## src/regulation_pkg.sv

```systemverilog
// package for the headroom regulation loop: register map, field layout,
// reset values, timing counts and the per-channel carrier structs.
// assumes a 200 MHz core clock and an 8-bit register port behind the serial link.
package regulation_pkg;

	// register offsets
	localparam logic [7:0] REF_POWER_OFS = 8'h00;
	localparam logic [7:0] MODE_ONE_OFS = 8'h01;
	localparam logic [7:0] OUT_CFG_OFS [3] = '{8'h05, 8'h06, 8'h07};
	localparam logic [7:0] SCALE_OFS [3] = '{8'h12, 8'h16, 8'h1a};
	localparam logic [7:0] LOOP_SETUP_OFS = 8'h24;
	localparam logic [7:0] HR_CFG_OFS [3] = '{8'h2f, 8'h2b, 8'h27};
	localparam logic [7:0] TIMING_OFS [3] = '{8'h30, 8'h2c, 8'h28};
	localparam logic [7:0] RB_LSB_OFS [3] = '{8'h61, 8'h63, 8'h65};
	localparam logic [7:0] RB_MSB_OFS [3] = '{8'h62, 8'h64, 8'h66};

	// field positions
	localparam int REF_POWER_BIT = 4;
	localparam int INVERT_BIT = 3;
	localparam int BLANK_MIN_BIT = 7;
	localparam int RANGE_DOUBLE_BIT = 1;
	localparam int HR_TARGET_LSB = 3;
	localparam int DEC_LSB = 0;
	localparam int RATE_LSB = 5;
	localparam int INIT_SEL_LSB = 2;
	localparam int SETTLE_LSB = 0;

	// reset values
	localparam logic [7:0] REG_RESET = 8'h00;
	localparam logic [5:0] SCALE_MAX = 6'h3f;

	// initial code selection
	localparam logic [1:0] INIT_HELD = 2'h0;
	localparam logic [1:0] INIT_ZERO = 2'h1;
	localparam logic [1:0] INIT_PRESET = 2'h2;

	// timing
	localparam int CLK_MHZ = 200;
	localparam int SETTLE_STEP_US = 10;
	localparam int SETTLE_STEP_CYC = SETTLE_STEP_US * CLK_MHZ;
	localparam int IDAC_KSPS = 12500;
	localparam int IDAC_UPDATE_CYC = (CLK_MHZ * 1000 + IDAC_KSPS - 1) / IDAC_KSPS;
	localparam int DEC_BASE_LOG2 = 4;
	localparam logic [8:0] CODE_MAX = 9'h1ff;

	typedef enum logic [1:0] {
		LOOP_IDLE = 2'b00,
		LOOP_SETTLE = 2'b01,
		LOOP_TRACK = 2'b11
	} loop_state_e;

	typedef struct packed {
		logic [8:0] preset_code;
		logic [1:0] power_loop_delay;
		logic closed_loop_photocurrent_mode;
		logic [9:0] iout_code;
	} chan_in_s;

	typedef struct packed {
		logic [9:0] iout_dac;
		logic [5:0] scale;
		logic drive_en;
	} chan_out_s;

endpackage

```

## src/headroom_regulation_loop.sv

```systemverilog
// headroom regulation loop for three driver channels, with output gating,
// current dac update pacing and the register file of the block.
// assumes on pins and comparator levels are asynchronous; the timer gate,
// register port, readback strobe and channel inputs are on core_clk.
`timescale 1ns/1ps
module headroom_regulation_loop (
	// clock and reset
	input wire logic core_clk,
	input wire logic rstn,
	// register port
	input wire logic [7:0] reg_addr,
	input wire logic [7:0] reg_wdata,
	input wire logic reg_wr,
	output logic [7:0] reg_rdata,
	// software controls without a register
	input wire logic polarity_invert,
	input wire logic readback_strobe,
	// channel pins and analog status
	input wire logic [2:0] channel_on_in,
	input wire logic [2:0] headroom_above,
	input wire logic [2:0] timer_gate,
	input regulation_pkg::chan_in_s [2:0] chan_in,
	// converter feedback
	output logic [8:0] fb_code,
	output logic fb_zero,
	output logic fb_range_double,
	output logic ref_power_en,
	output logic [4:0] headroom_target,
	// drivers
	output regulation_pkg::chan_out_s [2:0] chan_out,
	output logic drive_connect
);

	function automatic logic [8:0] step_code(input logic [8:0] code, input logic up);
		if (up)
			step_code = (code == regulation_pkg::CODE_MAX) ? code : code + 9'h001;
		else
			step_code = (code == 9'h000) ? code : code - 9'h001;
	endfunction

	// register file
	logic [7:0] ref_ctrl_ff, nxt_ref_ctrl, mode_one_ff, nxt_mode_one, setup_ff, nxt_setup;
	logic [7:0] out_cfg_ff [3], nxt_out_cfg [3];
	logic [5:0] scale_ff [3], nxt_scale [3];
	logic [7:0] hr_cfg_ff [3], nxt_hr_cfg [3];
	logic [7:0] timing_ff [3], nxt_timing [3];
	logic [8:0] rb_ff [3], nxt_rb [3];
	logic [7:0] rdata_ff, nxt_rdata;

	// synchronisers
	logic [2:0] on_s1_ff, on_s2_ff, on_d_ff, cmp_s1_ff, cmp_s2_ff;
	logic [2:0] on_rise;

	// loop state
	regulation_pkg::loop_state_e state_ff, nxt_state;
	logic [1:0] active_ff, nxt_active;
	logic [8:0] code_ff [3], nxt_code [3];
	logic [12:0] settle_ff, nxt_settle;
	logic [11:0] dec_ff, nxt_dec;
	logic [12:0] votes_ff, nxt_votes;
	logic [2:0] rate_ff, nxt_rate;

	// current dac pacing
	logic [4:0] tick_ff, nxt_tick;
	logic [12:0] pl_delay_ff [3], nxt_pl_delay [3];

	// outputs
	regulation_pkg::chan_out_s [2:0] chan_out_ff, nxt_chan_out;
	logic [8:0] fb_code_ff, nxt_fb_code;
	logic fb_zero_ff, nxt_fb_zero, connect_ff, nxt_connect, range_ff, nxt_range;
	logic [4:0] target_ff, nxt_target;

	logic blank;
	logic idac_tick;
	logic [1:0] rise_ch;
	logic [12:0] window;
	logic [12:0] votes_sum;
	logic dir_up;

	assign on_rise = on_s2_ff & ~on_d_ff;
	assign idac_tick = (tick_ff == 5'(regulation_pkg::IDAC_UPDATE_CYC - 1));
	assign blank = mode_one_ff[regulation_pkg::BLANK_MIN_BIT] & ~(|on_s2_ff);

	// register writes, reads and readback capture
	always_comb begin
		nxt_ref_ctrl = ref_ctrl_ff;
		nxt_mode_one = mode_one_ff;
		nxt_setup = setup_ff;
		nxt_rdata = 8'h00;
		if (reg_wr && reg_addr == regulation_pkg::REF_POWER_OFS) nxt_ref_ctrl = reg_wdata;
		if (reg_wr && reg_addr == regulation_pkg::MODE_ONE_OFS) nxt_mode_one = reg_wdata;
		if (reg_wr && reg_addr == regulation_pkg::LOOP_SETUP_OFS) nxt_setup = reg_wdata;
		if (reg_addr == regulation_pkg::REF_POWER_OFS) nxt_rdata = ref_ctrl_ff;
		if (reg_addr == regulation_pkg::MODE_ONE_OFS) nxt_rdata = mode_one_ff;
		if (reg_addr == regulation_pkg::LOOP_SETUP_OFS) nxt_rdata = setup_ff;
		for (int i = 0; i < 3; i++) begin
			nxt_out_cfg[i] = out_cfg_ff[i];
			nxt_scale[i] = scale_ff[i];
			nxt_hr_cfg[i] = hr_cfg_ff[i];
			nxt_timing[i] = timing_ff[i];
			nxt_rb[i] = rb_ff[i];
			if (reg_wr && reg_addr == regulation_pkg::OUT_CFG_OFS[i]) nxt_out_cfg[i] = reg_wdata;
			if (reg_wr && reg_addr == regulation_pkg::SCALE_OFS[i]) nxt_scale[i] = reg_wdata[5:0];
			if (reg_wr && reg_addr == regulation_pkg::HR_CFG_OFS[i]) nxt_hr_cfg[i] = reg_wdata;
			if (reg_wr && reg_addr == regulation_pkg::TIMING_OFS[i]) nxt_timing[i] = reg_wdata;
			if (readback_strobe) nxt_rb[i] = code_ff[i];
			if (reg_addr == regulation_pkg::OUT_CFG_OFS[i]) nxt_rdata = out_cfg_ff[i];
			if (reg_addr == regulation_pkg::SCALE_OFS[i]) nxt_rdata = {2'b00, scale_ff[i]};
			if (reg_addr == regulation_pkg::HR_CFG_OFS[i]) nxt_rdata = hr_cfg_ff[i];
			if (reg_addr == regulation_pkg::TIMING_OFS[i]) nxt_rdata = timing_ff[i];
			if (reg_addr == regulation_pkg::RB_LSB_OFS[i]) nxt_rdata = rb_ff[i][7:0];
			if (reg_addr == regulation_pkg::RB_MSB_OFS[i]) nxt_rdata = {7'h00, rb_ff[i][8]};
		end
	end

	always_ff @(posedge core_clk) begin
		if (!rstn) begin
			ref_ctrl_ff <= regulation_pkg::REG_RESET;
			mode_one_ff <= regulation_pkg::REG_RESET;
			setup_ff <= regulation_pkg::REG_RESET;
			rdata_ff <= 8'h00;
			for (int i = 0; i < 3; i++) begin
				out_cfg_ff[i] <= regulation_pkg::REG_RESET;
				scale_ff[i] <= regulation_pkg::SCALE_MAX;
				hr_cfg_ff[i] <= regulation_pkg::REG_RESET;
				timing_ff[i] <= regulation_pkg::REG_RESET;
				rb_ff[i] <= 9'h000;
			end
		end else begin
			ref_ctrl_ff <= nxt_ref_ctrl;
			mode_one_ff <= nxt_mode_one;
			setup_ff <= nxt_setup;
			rdata_ff <= nxt_rdata;
			for (int i = 0; i < 3; i++) begin
				out_cfg_ff[i] <= nxt_out_cfg[i];
				scale_ff[i] <= nxt_scale[i];
				hr_cfg_ff[i] <= nxt_hr_cfg[i];
				timing_ff[i] <= nxt_timing[i];
				rb_ff[i] <= nxt_rb[i];
			end
		end
	end

	// first stage feeds only the second
	always_ff @(posedge core_clk) begin
		if (!rstn) begin
			on_s1_ff <= 3'h0;
			on_s2_ff <= 3'h0;
			on_d_ff <= 3'h0;
			cmp_s1_ff <= 3'h0;
			cmp_s2_ff <= 3'h0;
		end else begin
			on_s1_ff <= channel_on_in;
			on_s2_ff <= on_s1_ff;
			on_d_ff <= on_s2_ff;
			cmp_s1_ff <= headroom_above;
			cmp_s2_ff <= cmp_s1_ff;
		end
	end

	always_comb begin
		rise_ch = 2'd0;
		for (int i = 0; i < 3; i++)
			if (on_rise[i]) rise_ch = 2'(i);
	end

	// decimation 2^(field+4): field 7 gives 2048
	// shift amount needs four bits, three would wrap field 7 to a tiny window
	assign window = 13'h0001 << ({1'b0, hr_cfg_ff[active_ff][regulation_pkg::DEC_LSB +: 3]}
		+ 4'(regulation_pkg::DEC_BASE_LOG2));
	assign votes_sum = votes_ff + {12'h000, cmp_s2_ff[active_ff]};
	// with polarity_invert low, headroom above target lowers the code
	assign dir_up = ~((votes_sum << 1) > window) ^ polarity_invert;

	always_comb begin
		nxt_state = state_ff;
		nxt_active = active_ff;
		nxt_settle = settle_ff;
		nxt_dec = dec_ff;
		nxt_votes = votes_ff;
		nxt_rate = rate_ff;
		for (int i = 0; i < 3; i++) nxt_code[i] = code_ff[i];
		if ((|on_rise) && ref_ctrl_ff[regulation_pkg::REF_POWER_BIT]) begin
			nxt_active = rise_ch;
			nxt_dec = 12'h000;
			nxt_votes = 13'h0000;
			nxt_rate = 3'h0;
			nxt_state = regulation_pkg::LOOP_SETTLE;
			case (timing_ff[rise_ch][regulation_pkg::INIT_SEL_LSB +: 2])
				regulation_pkg::INIT_ZERO: nxt_code[rise_ch] = 9'h000;
				regulation_pkg::INIT_PRESET: nxt_code[rise_ch] = chan_in[rise_ch].preset_code;
				default: nxt_code[rise_ch] = code_ff[rise_ch];
			endcase
			nxt_settle = 13'(timing_ff[rise_ch][regulation_pkg::SETTLE_LSB +: 2])
				* 13'(regulation_pkg::SETTLE_STEP_CYC);
		end else begin
			case (state_ff)
				regulation_pkg::LOOP_IDLE: begin
					nxt_state = regulation_pkg::LOOP_IDLE;
				end
				regulation_pkg::LOOP_SETTLE: begin
					if (!on_s2_ff[active_ff] || !ref_ctrl_ff[regulation_pkg::REF_POWER_BIT])
						nxt_state = regulation_pkg::LOOP_IDLE;
					else if (settle_ff == 13'h0000)
						nxt_state = regulation_pkg::LOOP_TRACK;
					else
						nxt_settle = settle_ff - 13'h0001;
				end
				regulation_pkg::LOOP_TRACK: begin
					if (!on_s2_ff[active_ff] || !ref_ctrl_ff[regulation_pkg::REF_POWER_BIT]) begin
						nxt_state = regulation_pkg::LOOP_IDLE;
					end else if ({1'b0, dec_ff} == window - 13'h0001) begin
						nxt_dec = 12'h000;
						nxt_votes = 13'h0000;
						if (rate_ff == timing_ff[active_ff][regulation_pkg::RATE_LSB +: 3]) begin
							nxt_rate = 3'h0;
							nxt_code[active_ff] = step_code(code_ff[active_ff], dir_up);
						end else begin
							nxt_rate = rate_ff + 3'h1;
						end
					end else begin
						nxt_dec = dec_ff + 12'h001;
						nxt_votes = votes_sum;
					end
				end
				default: nxt_state = regulation_pkg::LOOP_IDLE;
			endcase
		end
	end

	always_ff @(posedge core_clk) begin
		if (!rstn) begin
			state_ff <= regulation_pkg::LOOP_IDLE;
			active_ff <= 2'd0;
			settle_ff <= 13'h0000;
			dec_ff <= 12'h000;
			votes_ff <= 13'h0000;
			rate_ff <= 3'h0;
			for (int i = 0; i < 3; i++) code_ff[i] <= 9'h000;
		end else begin
			state_ff <= nxt_state;
			active_ff <= nxt_active;
			settle_ff <= nxt_settle;
			dec_ff <= nxt_dec;
			votes_ff <= nxt_votes;
			rate_ff <= nxt_rate;
			for (int i = 0; i < 3; i++) code_ff[i] <= nxt_code[i];
		end
	end

	// outputs; all channels share one converter so only the owner's code shows
	always_comb begin
		nxt_tick = idac_tick ? 5'h00 : tick_ff + 5'h01;
		nxt_fb_zero = blank;
		nxt_connect = ~blank;
		nxt_fb_code = blank ? 9'h000 : code_ff[active_ff];
		nxt_range = setup_ff[regulation_pkg::RANGE_DOUBLE_BIT];
		nxt_target = hr_cfg_ff[active_ff][regulation_pkg::HR_TARGET_LSB +: 5];
		for (int i = 0; i < 3; i++) begin
			nxt_pl_delay[i] = pl_delay_ff[i];
			nxt_chan_out[i] = chan_out_ff[i];
			if (on_rise[i])
				nxt_pl_delay[i] = 13'(chan_in[i].power_loop_delay)
					* 13'(regulation_pkg::SETTLE_STEP_CYC);
			else if (pl_delay_ff[i] != 13'h0000)
				nxt_pl_delay[i] = pl_delay_ff[i] - 13'h0001;
			if (idac_tick && !(chan_in[i].closed_loop_photocurrent_mode
				&& pl_delay_ff[i] != 13'h0000))
				nxt_chan_out[i].iout_dac = chan_in[i].iout_code;
			nxt_chan_out[i].scale = scale_ff[i];
			nxt_chan_out[i].drive_en = on_s2_ff[i] & timer_gate[i] & ~blank;
		end
	end

	always_ff @(posedge core_clk) begin
		if (!rstn) begin
			tick_ff <= 5'h00;
			fb_zero_ff <= 1'b0;
			connect_ff <= 1'b0;
			fb_code_ff <= 9'h000;
			range_ff <= 1'b0;
			target_ff <= 5'h00;
			for (int i = 0; i < 3; i++) begin
				pl_delay_ff[i] <= 13'h0000;
				// scale output at maximum from reset on
				chan_out_ff[i] <= '{iout_dac: 10'h000, scale: regulation_pkg::SCALE_MAX,
					drive_en: 1'b0};
			end
		end else begin
			tick_ff <= nxt_tick;
			fb_zero_ff <= nxt_fb_zero;
			connect_ff <= nxt_connect;
			fb_code_ff <= nxt_fb_code;
			range_ff <= nxt_range;
			target_ff <= nxt_target;
			for (int i = 0; i < 3; i++) begin
				pl_delay_ff[i] <= nxt_pl_delay[i];
				chan_out_ff[i] <= nxt_chan_out[i];
			end
		end
	end

	assign reg_rdata = rdata_ff;
	assign fb_code = fb_code_ff;
	assign fb_zero = fb_zero_ff;
	assign fb_range_double = range_ff;
	assign ref_power_en = ref_ctrl_ff[regulation_pkg::REF_POWER_BIT];
	assign headroom_target = target_ff;
	assign chan_out = chan_out_ff;
	assign drive_connect = connect_ff;

	// checks
	property p_saturate;
		@(posedge core_clk) disable iff (!rstn)
		(state_ff == regulation_pkg::LOOP_TRACK && code_ff[active_ff] == regulation_pkg::CODE_MAX
			&& on_rise == 3'h0)
		|=> code_ff[$past(active_ff)] >= 9'h1fe;
	endproperty
	a_saturate: assert property (p_saturate) else $error("code wrapped past top");
	property p_blank;
		@(posedge core_clk) disable iff (!rstn)
		blank |=> fb_zero && !drive_connect && fb_code == 9'h000;
	endproperty
	a_blank: assert property (p_blank) else $error("blanking not applied");
	property p_gate;
		@(posedge core_clk) disable iff (!rstn)
		(!on_s2_ff[0] || !timer_gate[0]) |=> !chan_out[0].drive_en;
	endproperty
	a_gate: assert property (p_gate) else $error("output driven while off");
	property p_readback;
		@(posedge core_clk) disable iff (!rstn)
		readback_strobe |=> rb_ff[1] == $past(code_ff[1]);
	endproperty
	a_readback: assert property (p_readback) else $error("readback not captured");
	property p_scale_reset;
		@(posedge core_clk)
		!rstn |=> scale_ff[2] == regulation_pkg::SCALE_MAX;
	endproperty
	a_scale_reset: assert property (p_scale_reset) else $error("scale not at max");
	property p_power;
		@(posedge core_clk) disable iff (!rstn)
		!ref_ctrl_ff[regulation_pkg::REF_POWER_BIT] [*2] |-> state_ff != regulation_pkg::LOOP_TRACK;
	endproperty
	a_power: assert property (p_power) else $error("loop runs unpowered");
	property p_settle;
		@(posedge core_clk) disable iff (!rstn)
		(state_ff == regulation_pkg::LOOP_SETTLE && settle_ff != 13'h0000)
		|=> state_ff != regulation_pkg::LOOP_TRACK;
	endproperty
	a_settle: assert property (p_settle) else $error("settle delay skipped");
	property p_pace;
		@(posedge core_clk) disable iff (!rstn)
		!idac_tick |=> $stable(chan_out[0].iout_dac);
	endproperty
	a_pace: assert property (p_pace) else $error("current dac updated off tick");
	property p_hold;
		@(posedge core_clk) disable iff (!rstn)
		(state_ff == regulation_pkg::LOOP_IDLE && on_rise == 3'h0) |=> $stable(code_ff[0]);
	endproperty
	a_hold: assert property (p_hold) else $error("held code changed");

endmodule

```

## config.mk

```make
export PLATFORM = sky130hd
export DESIGN_NAME = headroom_regulation_loop
export DESIGN_NICKNAME = d
export VERILOG_FILES = /design/src/regulation_pkg.sv /design/src/headroom_regulation_loop.sv
export SDC_FILE = /design/constraint.sdc
export NUM_CORES = 1
export LEC_CHECK = 0
export ABC_CLOCK_PERIOD_IN_PS = 6540
export BUFFER_PORTS_ARGS = -buffer_cell sky130_fd_sc_hd__buf_2
export CORE_ASPECT_RATIO = 0.6
export CORE_MARGIN = 8
export CORE_UTILIZATION = 40
export DETAILED_ROUTE_END_ITERATION = 7
export RECOVER_POWER = 100
export SKIP_CTS_REPAIR_TIMING = 1
export SYNTH_ARGS = -nofsm -noshare
export SYNTH_HDL_FRONTEND = slang
export SYNTH_SLANG_ARGS = --single-unit
```

## constraint.sdc

```tcl
create_clock -name core_clk -period 6.54 [get_ports core_clk]
set_clock_uncertainty 0.05 [all_clocks]
set_input_delay 0.981 -clock core_clk [delete_from_list [all_inputs] [get_ports core_clk]]
set_output_delay 0.981 -clock core_clk [all_outputs]
set_load 0.005 [all_outputs]
```

==> impl_metrics.py <==
metrics = {
    "status": {
        "status": "finished, violations left",
        "violations": "capacitance limit, slew limit",
    },
    "cts": {
        "cts_inserted_buffers": 36,
        "cts_tree": "done",
        "cts.reportedPaths.clkPinSlew_ns": 0.06,
        "clockBufferDepth": 3,
        "cts_root_buffer": "clkbuf_16",
        "clock-sinks": 349,
        "cts.htree.levels": 2,
        "insertion_delay_ns": 0.54,
    },
    "global_routing": {
        "antenna_found_initial": 3,
        "grt_pass1_vias": 14400,
        "grt_pass1_wl_um": 86000,
        "grtUsageTotal_pct": 22.0,
        "grt_max_degree": 138,
        "overflow": 0,
    },
    "floorplan": {
        "die_y_um": 174,
        "core_um2": 41500,
        "rows": 58,
        "ios": 173,
        "start_util_pct": 40.2,
        "die_w_um": 280,
        "fp.dieArea_um2": 48700,
    },
    "timing": {
        "report.final.slew_viol_count": 117,
        "fmax_mhz": 192,
        "whs_ns": 0.392,
        "max_slew_margin_pct": -66.0,
        "fin_crit_sh_pct": 79.5,
        "hold_viol": 0,
        "setup_violations": 0,
        "setup-tns-final_ns": 0,
        "fin_crit_ns": 5.20,
        "rsz0062_at_grt": "no",
        "tightest_slew_ns": 2.49,
    },
    "layout": {
        "fillerInstances": 4166,
        "drive_gt1_share_pct": 11.2,
        "fin_nets": 2241,
        "syn_to_final_growth_pct": 14.2,
        "final_util_pct": 45.9,
        "final_common_cell": "dfxtp_1",
        "final_cell_mix": "349 x dfxtp_1, 239 x nand2_1, 212 x nor2_1",
    },
    "pwr": {
        "seq_power_share_pct": 43.7,
        "p_switching_mw": 1.46,
        "power_leakage_nw": 7.54,
        "p_int_mw": 3.84,
        "clockPowerShare_pct": 40.3,
        "p_per_area_nw_per_um2": 279,
        "comb_power_share_pct": 16.0,
        "switching_share_pct": 27.6,
        "irDropWorstVdd_v": 0.000151,
    },
    "placed_design": {
        "io_buffers": 172,
        "gp_congestion": 0.973,
        "hpwl_um": 40500,
    },
    "routing": {
        "wl_per_cell_um": 20.6,
        "drc": 0,
        "firstDrtPassIters": 8,
        "antenna_left": 0,
        "via_count": 15500,
        "drtIter0Drc": 1816,
        "vias_per_cell": 5.74,
        "wl_um": 55600,
    },
    "critical_path": {
        "worst_path_dominant_cell_family": "simple AND/OR/NAND/NOR gates",
        "cp-end-kind": "flop",
        "worst_ep_required_time_ns": 6.90,
        "worst-setup-path-type": "flop to flop",
        "cp_slowest_cell": "o211ai_1",
        "crit_arrival_ns": 5.55,
        "crit_top_cell": "and3_1",
        "crit_buf_inv": 0,
        "cp_cell_sequence": "mux2i_1 -> o21ai_0 -> ha_1 -> and3_1 -> and3_1 -> and3_1 -> and3_1 -> and3_1 -> xor2_1 -> ha_1 -> nand4_1 -> or4_1 -> o22a_1 -> o211ai_1 -> nor4_1 -> or3_1 -> a31oi_1 -> a21oi_1",
        "path_max_fanout": 11,
        "cpPeakStageDelay_ns": 0.55,
        "cp-start-kind": "flop",
    },
    "logic_synthesis": {
        "syn_inst": 1994,
        "ys_seq_area_share_pct": 41.9,
        "yosysTopAreaCellShare_pct": 41.9,
        "synth-edff-count": 0,
        "yosys.area.top_type": "dfxtp_1",
        "async_reset_ff_share_pct": 0,
        "synth_cell_types": 84,
        "ys_ff_latch": 349,
        "syn_area_per_cell_um2": 8.36,
        "synth_warnings": 0,
        "yosys-top-cells-area": "dfxtp_1 42%, mux2i_1 5.6%, a21oi_1 5.5%",
        "ys.flop_type": "dfxtp_1",
        "syn_area_um2": 16700,
    },
    "min_path": {
        "hp-class": "flop to flop",
    },
    "run": {
        "drv_cap": 3,
    },
}
[power by group through the flow]
stage	registers (mW)	clock network, mW	logic (mW)
after floorplan	2.34	0	0.664
after global placement	2.36	0	0.819
after detailed placement	2.36	0	0.839
after CTS	2.32	2.18	0.847
after global routing	2.33	2.27	0.955
final	2.32	2.14	0.850
[cell type report]
cell class / instances / area [um^2] / share of cell area, %
multi-input combinational: 1488 / 9040 / 47.5
sequential: 349 / 6990 / 36.7
clock buffer: 56 / 1080 / 5.66
timing repair buffer: 194 / 955 / 5.01
tap: 570 / 713 / 3.75
inverter: 34 / 133 / 0.697
clock inverter: 9 / 131 / 0.690
antenna: 1 / 2.50 / 0.0131
[cells by family (layout without fill, tap and decap cells)]
| kind of cell | count (synthesis) | count (layout) | share of synthesized area (%) |
|---|---|---|---|
| simple gates | 820 | 820 | 23.4 |
| flops | 349 | 349 | 41.9 |
| other cells | 1 | 5 | 0.0225 |
| compound gates | 436 | 436 | 16.8 |
| mux | 107 | 107 | 6.57 |
| xor+xnor | 79 | 79 | 4.15 |
| buf+inv | 160 | 293 | 3.95 |
| fa+ha+maj | 42 | 42 | 3.15 |
[synth_stat cells, types with 10 or more instances]
cell      number
inv_1         33
o21ai_0       56
ha_1          42
nand2_1      239
dfxtp_1      349
nor3_1        32
mux2_2        11
o21a_1        14
nor2_1       212
and2_1        19
xor2_1        51
a211oi_1      11
mux2i_1       94
nor2b_1       10
o22ai_1       12
and3_1        14
nand4_1       11
or3_1         15
a22oi_1       44
nand2b_1      34
buf_2         16
a21oi_1      184
clkbuf_1      96
a221oi_1      13
nor4_1        18
o22a_1        15
nand3_1      160
xnor2_1       28
[registers in the layout (all words and copies together) (netlist names), 9 cells and up, named ones only]
register     cells
pl_delay_ff     39
scale_ff        18
timing_ff       24
chan_out        51
out_cfg_ff      24
votes_ff        12
fb_code          9
code_ff         27
dec_ff          12
rb_ff           27
settle_ff       13
hr_cfg_ff       24
[final timing paths]
| path | from | end | slack (ns) | cells past startpoint |
|---|---|---|---|---|
| max | active_ff[0]$_SDFFE_PN0P_ | code_ff[0][3]$_SDFFE_PN0P_ | 1.34 | 18 |
| min | on_s1_ff[2]$_SDFF_PN0_ | on_s2_ff[2]$_SDFF_PN0_ | 0.39 | 1 |
| max reg2reg | active_ff[0]$_SDFFE_PN0P_ | code_ff[0][3]$_SDFFE_PN0P_ | 1.34 | 18 |
| min reg2reg | on_s1_ff[2]$_SDFF_PN0_ | on_s2_ff[2]$_SDFF_PN0_ | 0.39 | 1 |
[routing by layer]
metal  global-route usage [%]  wire length, um  up-vias
met2                     30.8            22800      682
met4                     5.26              982        2
met3                     5.16             5670       77
li1                         -                -     7290
met5                        0                8        -
met1                     33.3            26200     7450
[through the flow]
| stage | setup slack (ns) | power, mW | cells | instance area (um^2) |
|---|---|---|---|---|
| floorplan | 2.18 | 3.01 | 1997 | 16700 |
| global placement | 1.52 | 3.18 | 2635 | 17900 |
| detailed placement | 1.38 | 3.20 | 2635 | 17900 |
| CTS | 1.34 | 5.34 | 2700 | 19100 |
| global route | 0.867 | 5.56 | 2701 | 19000 |
| finish | 1.34 | 5.30 | 2701 | 19000 |
(Power assumes the default switching activity.)
